<file path="config.mk">
export PLATFORM = sky130hd
export DESIGN_NAME = smcp_chan
export DESIGN_NICKNAME = d
export VERILOG_FILES = /design/src/hdl/smcp_pkg.sv /design/src/hdl/smcp_chan.sv
export SDC_FILE = /design/constraint.sdc
export NUM_CORES = 1
export LEC_CHECK = 0
export BUFFER_PORTS_ARGS = -buffer_cell sky130_fd_sc_hd__buf_2
export CAP_MARGIN = 10
export CORE_ASPECT_RATIO = 1.5
export CORE_UTILIZATION = 47
export DETAILED_ROUTE_END_ITERATION = 10
export GPL_TIMING_DRIVEN = 0
export PLACE_DENSITY = 0.82
export SYNTH_ARGS = -nofsm -noshare
export SYNTH_HDL_FRONTEND = slang
export SYNTH_SLANG_ARGS = --single-unit
</file>
<file path="constraint.sdc">
create_clock -name clk_i -period 3.82 [get_ports clk_i]
set_input_delay 0.764 -clock clk_i [delete_from_list [all_inputs] [get_ports clk_i]]
set_output_delay 0.764 -clock clk_i [all_outputs]
set_load 0.02 [all_outputs]
</file>
<file path="src/hdl/smcp_pkg.sv">
/*
  Constants for the per-channel modem control pin block: event bits,
  request pin modes, control register offsets, field positions and resets.
  Assumes a 32-bit APB register bus and a 25 MHz system clock.
*/
package smcp_pkg;
  // Register byte offsets
  localparam logic [7:0] SMCP_CFG_OFF = 8'h00;
  localparam logic [7:0] SMCP_STAT_OFF = 8'h04;
  localparam logic [7:0] SMCP_EVT_OFF = 8'h08;
  // Config field positions
  localparam int SMCP_CM_LSB = 0;
  localparam int SMCP_CM_MSB = 2;
  localparam int SMCP_RTSM_LSB = 4;
  localparam int SMCP_RTSM_MSB = 6;
  localparam int SMCP_RTS_BIT = 7;
  localparam int SMCP_TX_CLOCK_OUT_ENABLE_BIT = 8;
  localparam int SMCP_BUS_BIT = 9;
  localparam int SMCP_ASYNC_BIT = 10;
  localparam int SMCP_ASTART_BIT = 11;
  localparam int SMCP_CTSIE_BIT = 12;
  localparam int SMCP_CDIE_BIT = 13;
  localparam int SMCP_OSC_BIT = 14;
  localparam int SMCP_HOSTLVL_BIT = 15;
  localparam logic [31:0] SMCP_CFG_RST = 32'h0000_0000;
  localparam logic [31:0] SMCP_CFG_MASK = 32'h0000_fff7;
  // Event bits
  localparam int SMCP_EV_CTS = 0;
  localparam int SMCP_EV_CD = 1;
  localparam int SMCP_EV_COLL = 2;
  // Request pin modes
  typedef enum logic [2:0] {
    SMCP_RM_SW = 3'b000,    // Software bit with transmit hold-off
    SMCP_RM_BUSTX = 3'b001, // Bus: low while frame sent, one clock late
    SMCP_RM_BUSRX = 3'b010, // Bus: low while frame received
    SMCP_RM_OFF = 3'b011,   // Bus: always high
    SMCP_RM_AUTO = 3'b100,  // Async: low during frame transmission
    SMCP_RM_FLOW = 3'b101,  // Async: receive flow control
    SMCP_RM_HOST = 3'b110   // Async: level set by host
  } smcp_rtsm_t;
endpackage : smcp_pkg

</file>
<file path="src/hdl/smcp_chan.sv">
/*
  One serial channel's modem and line control pin logic, behind APB.
  Assumes the transmitter, receiver and receive FIFO of the channel supply
  status levels on this clock; pins and link clocks are asynchronous.
*/
`timescale 1ns/1ps
module smcp_chan (
  // Clock and reset
  input wire logic clk_i,
  input wire logic sys_rst_i,
  // APB slave
  input wire logic psel_i,
  input wire logic penable_i,
  input wire logic pwrite_i,
  input wire logic [7:0] paddr_i,
  input wire logic [31:0] pwdata_i,
  output logic [31:0] prdata_o,
  output logic pready_o,
  output logic pslverr_o,
  // Channel status from transmitter, receiver and FIFO
  input wire logic tx_busy_i,
  input wire logic tx_pending_i,
  input wire logic tx_frame_i,
  input wire logic tx_coll_bit_i,
  input wire logic rx_frame_i,
  input wire logic fifo_shadow_empty_i,
  input wire logic fifo_thresh_i,
  input wire logic tx_data_i,
  // Asynchronous pins
  input wire logic clear_to_send_n_i,
  input wire logic carrier_detect_in_i,
  input wire logic rx_clock_pin_i,
  input wire logic tx_clock_pin_i,
  input wire logic oscillator_clock_in_i,
  // Request pin and transmit data pin
  output logic request_n_o,
  output logic txd_o,
  output logic txd_oe_o,
  // Derived controls to the channel
  output logic tx_enable_o,
  output logic rx_enable_o,
  output logic rx_strobe_o,
  output logic frame_sync_o,
  output logic tx_gate_o,
  output logic rx_gate_o,
  output logic rx_clk_tick_o,
  output logic tx_clk_tick_o,
  output logic brg_clk_tick_o,
  output logic ref_clk_tick_o,
  output logic collision_o,
  output logic event_o
);
  // Configuration and event registers
  logic [31:0] cfg_q;
  logic [2:0] evt_q;
  logic [2:0] evt_d;
  // Synchronisers: stage one read only by stage two
  logic [4:0] s1_q;
  logic [4:0] s2_q;
  logic [4:0] s3_q;
  // Delayed transmit frame for the one clock shift
  logic txf_dly_q;
  logic rts_q;
  logic rts_d;
  logic [31:0] rd_d;
  // Field decode
  wire [2:0] cmode = cfg_q[smcp_pkg::SMCP_CM_MSB:smcp_pkg::SMCP_CM_LSB];
  wire [2:0] rtsm_raw = cfg_q[smcp_pkg::SMCP_RTSM_MSB:smcp_pkg::SMCP_RTSM_LSB];
  wire rts_bit = cfg_q[smcp_pkg::SMCP_RTS_BIT];
  wire tx_clock_out_enable = cfg_q[smcp_pkg::SMCP_TX_CLOCK_OUT_ENABLE_BIT];
  wire bus_cfg = cfg_q[smcp_pkg::SMCP_BUS_BIT];
  wire async_cfg = cfg_q[smcp_pkg::SMCP_ASYNC_BIT];
  wire astart = cfg_q[smcp_pkg::SMCP_ASTART_BIT];
  wire osc_sel = cfg_q[smcp_pkg::SMCP_OSC_BIT];
  wire host_lvl = cfg_q[smcp_pkg::SMCP_HOSTLVL_BIT];
  // Synchronised pins
  wire cts_n = s2_q[0];
  wire cd = s2_q[1];
  wire rxc = s2_q[2];
  wire txc = s2_q[3];
  wire osc = s2_q[4];
  wire [4:0] rise = s2_q & ~s3_q;
  // Clock mode decode
  wire cm0 = (cmode == 3'd0);
  wire cm1 = (cmode == 3'd1);
  wire cm4 = (cmode == 3'd4);
  wire cm5 = (cmode == 3'd5);
  wire cd_modem = cmode inside {3'd0, 3'd2, 3'd3, 3'd6, 3'd7};
  // Baud generator modes, read by the tick checks
  wire cm_brg = (cmode == 3'd2) | (cmode == 3'd3);
  // Request mode decode for the checks below
  wire plain_cfg = ~bus_cfg & ~async_cfg;
  wire bus_tx = bus_cfg & (rtsm_raw == smcp_pkg::SMCP_RM_BUSTX);
  wire asy_only = async_cfg & ~bus_cfg;
  wire asy_auto = asy_only & (rtsm_raw == smcp_pkg::SMCP_RM_AUTO);
  wire asy_flow = asy_only & (rtsm_raw == smcp_pkg::SMCP_RM_FLOW);
  wire asy_host = asy_only & (rtsm_raw == smcp_pkg::SMCP_RM_HOST);
  // Bus access decode
  wire acc = psel_i & penable_i;
  wire wr_cfg = acc & pwrite_i & (paddr_i == smcp_pkg::SMCP_CFG_OFF);
  wire wr_evt = acc & pwrite_i & (paddr_i == smcp_pkg::SMCP_EVT_OFF);
  wire mapped = (paddr_i == smcp_pkg::SMCP_CFG_OFF) |
                (paddr_i == smcp_pkg::SMCP_STAT_OFF) |
                (paddr_i == smcp_pkg::SMCP_EVT_OFF);
  // Collision: driving one while line senses zero
  wire coll = bus_cfg & txd_o & ~cts_n;
  // Pin change events
  wire cts_chg = cfg_q[smcp_pkg::SMCP_CTSIE_BIT] & (s2_q[0] ^ s3_q[0]);
  wire cd_chg = cfg_q[smcp_pkg::SMCP_CDIE_BIT] & (s2_q[1] ^ s3_q[1]);
  wire [2:0] evt_set = {coll, cd_chg, cts_chg};

  // Zero-wait APB slave; unmapped addresses flag an error
  assign pready_o = 1'b1;
  assign pslverr_o = acc & ~mapped;
  assign event_o = |evt_q;
  assign collision_o = coll;

  // Transmitter runs only while clear is low; mode 4 reuses the pin as gate
  assign tx_enable_o = ~cm4 & ~cts_n;
  assign tx_gate_o = cm4 & ~cts_n;
  // Carrier pin roles by clock mode
  assign rx_enable_o = (cd_modem & astart) ? cd : 1'b1;
  assign rx_strobe_o = cm1 & cd;
  assign frame_sync_o = cm5 & cd;
  assign rx_gate_o = cm4 & cd;
  // Receive clock pin role per clock mode
  assign rx_clk_tick_o = (cm0 | cm4 | cm1 | cm5) & rise[2];
  assign tx_clk_tick_o = (cm1 | cm5) ? rise[2] : rise[3];
  assign brg_clk_tick_o = cmode inside {3'd2, 3'd3} ? rise[2] : 1'b0;
  // Oscillator pin as reference clock in modes 0b, 6, 7
  assign ref_clk_tick_o = osc_sel & (cm0 | (cmode inside {3'd6, 3'd7})) & rise[4];
  // Transmit data: open drain in bus configuration
  assign txd_o = tx_data_i;
  assign txd_oe_o = bus_cfg ? ~tx_data_i : 1'b1;
  // Request pin: transmit clock in mode 4, always actively driven
  assign request_n_o = (cm4 & tx_clock_out_enable) ? txc : rts_q;
  // Read mux
  assign rd_d = (paddr_i == smcp_pkg::SMCP_CFG_OFF) ? cfg_q :
                (paddr_i == smcp_pkg::SMCP_STAT_OFF) ?
                  {24'h00_0000, coll, cts_n, cd, rxc, txc, osc, rts_q, tx_busy_i} :
                (paddr_i == smcp_pkg::SMCP_EVT_OFF) ? {29'h0000_0000, evt_q} :
                32'h0000_0000;
  assign prdata_o = rd_d;

  // Request level selection
  always_comb begin
    rts_d = rts_q;
    if (bus_cfg) begin
      case (smcp_pkg::smcp_rtsm_t'(rtsm_raw))
        smcp_pkg::SMCP_RM_BUSTX: rts_d = ~(txf_dly_q & ~tx_coll_bit_i);
        smcp_pkg::SMCP_RM_BUSRX: rts_d = ~rx_frame_i;
        smcp_pkg::SMCP_RM_OFF: rts_d = 1'b1;
        default: rts_d = 1'b1;
      endcase
    end else if (async_cfg) begin
      case (smcp_pkg::smcp_rtsm_t'(rtsm_raw))
        smcp_pkg::SMCP_RM_FLOW: begin
          if (fifo_thresh_i) rts_d = 1'b1;
          else if (fifo_shadow_empty_i) rts_d = 1'b0;
        end
        smcp_pkg::SMCP_RM_HOST: rts_d = host_lvl;
        default: rts_d = ~tx_frame_i;
      endcase
    end else begin
      if (rts_bit) rts_d = 1'b0;
      else if (~tx_busy_i & ~tx_pending_i) rts_d = 1'b1;
    end
  end

  // Event flags: a new event wins over a software clear
  always_comb begin
    evt_d = evt_q;
    if (wr_evt) evt_d = evt_q & ~pwdata_i[2:0];
    evt_d = evt_d | evt_set;
  end

  // Configuration register, private to this channel's instance
  always_ff @(posedge clk_i) begin
    if (sys_rst_i) cfg_q <= smcp_pkg::SMCP_CFG_RST;
    else if (wr_cfg) cfg_q <= pwdata_i & smcp_pkg::SMCP_CFG_MASK;
  end

  // Pin synchronisers and edge history
  always_ff @(posedge clk_i) begin
    if (sys_rst_i) begin
      s1_q <= 5'h01;
      s2_q <= 5'h01;
      s3_q <= 5'h01;
    end else begin
      s1_q <= {oscillator_clock_in_i, tx_clock_pin_i, rx_clock_pin_i,
               carrier_detect_in_i, clear_to_send_n_i};
      s2_q <= s1_q;
      s3_q <= s2_q;
    end
  end

  // Request state, delayed frame and events
  always_ff @(posedge clk_i) begin
    if (sys_rst_i) begin
      rts_q <= 1'b1;
      txf_dly_q <= 1'b0;
      evt_q <= 3'h0;
    end else begin
      rts_q <= rts_d;
      if (rise[3]) txf_dly_q <= tx_frame_i;
      evt_q <= evt_d;
    end
  end
endmodule : smcp_chan

</file>
==> run_results.csv <==
group,metric,value,unit
power_and_ir_drop,power_density,299,nW/µm²
job,maxCapViolations,0,
placed_design,detailed_place_hpwl,3410,µm
timing,hold_viol,0,
drt,drcViolationCount,0,
timing,fmax,0.331,GHz
clock_tree,cts-root-buf,"clkbuf_8",
critical_path,r2r-end,"rts_q$_SDFFE_PP1P_",
yosys,synth_ff_type,"dfxtp_1",
placed_design,gp_congestion,0.792,
timing,finalMaxSlewViolations,0,
clock_tree,ctsLongestPathBuffers,2,
critical_path,cp_common_cell,"buf_2",
hold_path,hold_end,"s2_q[0]$_SDFF_PP1_",
clock_tree,insertion_delay,290,ps
floorplan,die_y,78.4,µm
critical_path,reg2reg_depth,5,
power_and_ir_drop,power,0.000712,W
floorplan,rows,27,
finish,utilization,0.647,
yosys,synth_cell_types,45,
critical_path,cp_slowest_cell,"nor4_4",
drt,vias,1715,
drt,drt_iter0_drc,39,
floorplan,num_io_pins,107,
finish,n_fill_cell,340,
grt,overflow,0,
drt,via_per_inst,4.94,
floorplan,die-width,53.0,µm
critical_path,ff2ff_setup_slack,2460,ps
hold_path,hp-class,"flip-flop to flip-flop",
grt,grt_usage,0.220,
critical_path,criticalPathCategory,"input port to output port",
yosys,synth-edff-count,0,
yosys,seq_area_frac_synth,0.383,
yosys,synth-seq-cells,35,
finish,antenna_cells,0,
placed_design,place_inst,339,
grt,antenna_found_initial,0,
critical_path,worst_ep_required_time,3060,ps
critical_path,crit_family,"simple AND/OR/NAND/NOR gates",
timing,setup_viol,0,
clock_tree,cts.clk_slew.worst_paths,70,ps
finish,area_growth,30.1,%
critical_path,critPathMaxFanout,10,
grt,grt_pass1_vias,1494,
floorplan,start_util,0.497,
clock_tree,htreeDepth,2,
critical_path,worst_setup_path_start_kind,"input port",
critical_path,path_cells,"buf_2 > nor4_4 > and3b_2 > buf_2 > buf_2 > and2_1 > buf_2",
yosys,async_flop_share,0,
timing,fin_tns_setup,0,ps
critical_path,end_kind,"output port",
clock_tree,clock-sinks,35,
yosys,syn_area_per_cell,8.76,µm²
critical_path,cpPeakStageDelay,430,ps
clock_tree,post_cts_buffers,0,
finish,num-nets-final,361,
yosys,synthCells,209,
timing,whs,414,ps
placed_design,io_buffers,72,
grt,grt_pass1_wl,6600,µm
grt,grt_max_degree,11,
timing,period_share,0.791,
finish,fin_cells,347,
drt,firstDrtPassIters,4,
clock_tree,cts_tree,"built",
clock_tree,numCtsBuffers,5,
clock_tree,postCtsHoldBufs,0,
power_and_ir_drop,max-vdd-ir-drop,0.305,mV
hold_path,hp-start,"s1_q[0]$_SDFF_PP1_",
hold_path,whs_path_depth,1,
yosys,ys_warn_count,0,
drt,wl,4310,µm
critical_path,worstReg2RegStart,"cfg_q[5]$_SDFFE_PP0P_",
critical_path,arrival,2260,ps
floorplan,core,3680,µm²
critical_path,cp_num_buf_inv,4,
yosys,syn_area,1830,µm²
status,status,"finished, final reports clean",
drt,ant_nets,0,
finish,drive_gt1_frac,0.375,
power_and_ir_drop,power.leakage,1.17,nW
floorplan,dieArea,4150,µm²
clock_tree,ctsResizeCount,0,
timing,final.setup_skew,4.74,ps
timing,rsz0062_at_grt,"false",
timing,fin_crit,3020,ps
drt,routedWlPerCell,12.4,µm
==> logic make-up after synthesis <==
group	Yosys count	synth area share
AO/OA/AOI/OAI	23	0.0875
flip-flops	35	0.383
other	2	0.00410
multiplexers	17	0.0936
buffers and inverters	34	0.126
AND/OR/NAND/NOR	96	0.297
XOR/XNOR	2	0.00957
==> registers in the layout (all words and copies together), names as in the netlist <==
signal	flops
s2_q	5
s3_q	5
cfg_q	15
txf_dly_q	1
evt_q	3
s1_q	5
rts_q	1
==> where the power goes <==
part	switching, W	leakage (nW)	internal, W
combinational	0.0000459	0.839	0.0000400
sequential	0.00000461	0.285	0.000372
clock	0.000122	0.0422	0.000128
total	0.000172	1.17	0.000540
==> per-layer routing <==
metal,GRT usage,vias up,part of all wire
met4,0.0868,0,0.015
li1,-,851,-
met2,0.385,65,0.52
met1,0.238,794,0.39
met3,0.0659,5,0.073
met5,0,-,0
==> stage by stage <==
| stage | instance area (µm²) | setup WS, ps |
|---|---|---|
| 5_1_grt | 2380 | 645 |
| 2_1_floorplan | 1890 | 1160 |
| 4_1_cts | 2380 | 789 |
| 3_5_place_dp | 2300 | 791 |
| 6_report | 2380 | 799 |
| 3_3_place_gp | 2300 | 806 |
==> layout by cell type, fill, tap and decap left out, types with 5 or more instances in the layout <==
cell,Yosys,final
buf_2,4,76
dfxtp_1,35,35
nor2_1,23,23
buf_4,18,18
conb_1,2,17
nor2b_1,16,16
mux2i_1,16,16
nand2_1,15,15
and2_1,9,9
clkbuf_1,3,5
a21oi_1,5,5
inv_1,5,5
clkbuf_8,0,5
==> how the worst max path moves through the flow <==
stage | cells past startpoint | end | slack, ps | startpoint
floorplan | 6 | prdata_o[0] | 1160 | paddr_i[5]
global placement | 8 | prdata_o[0] | 810 | paddr_i[5]
detailed placement | 8 | prdata_o[0] | 790 | paddr_i[5]
CTS | 8 | prdata_o[0] | 790 | paddr_i[5]
global route | 8 | prdata_o[0] | 640 | paddr_i[5]
finish | 7 | prdata_o[8] | 800 | paddr_i[5]
==> synth_stat cells (all sizes together), types with 5 or more instances <==
| cell type | count | area share |
|---|---|---|
| nand2 | 15 | 0.031 |
| nor2 | 23 | 0.047 |
| nor2b | 16 | 0.055 |
| and2 | 9 | 0.031 |
| a21oi | 5 | 0.014 |
| mux2i | 16 | 0.087 |
| dfxtp | 35 | 0.38 |
| inv | 5 | 0.010 |
| buf | 24 | 0.10 |
==> final cells by class <==
type,instances,area [µm²],area share
Buffer,29,211,0.0888
Clock buffer,7,76.3,0.0320
Clock inverter,1,5.00,0.00210
Inverter,5,18.8,0.00788
Multi-Input combinational cell,155,956,0.401
Sequential cell,35,701,0.294
Tap cell,43,53.8,0.0226
Timing Repair Buffer,72,360,0.151
Power figures use the tool's default switching activity.
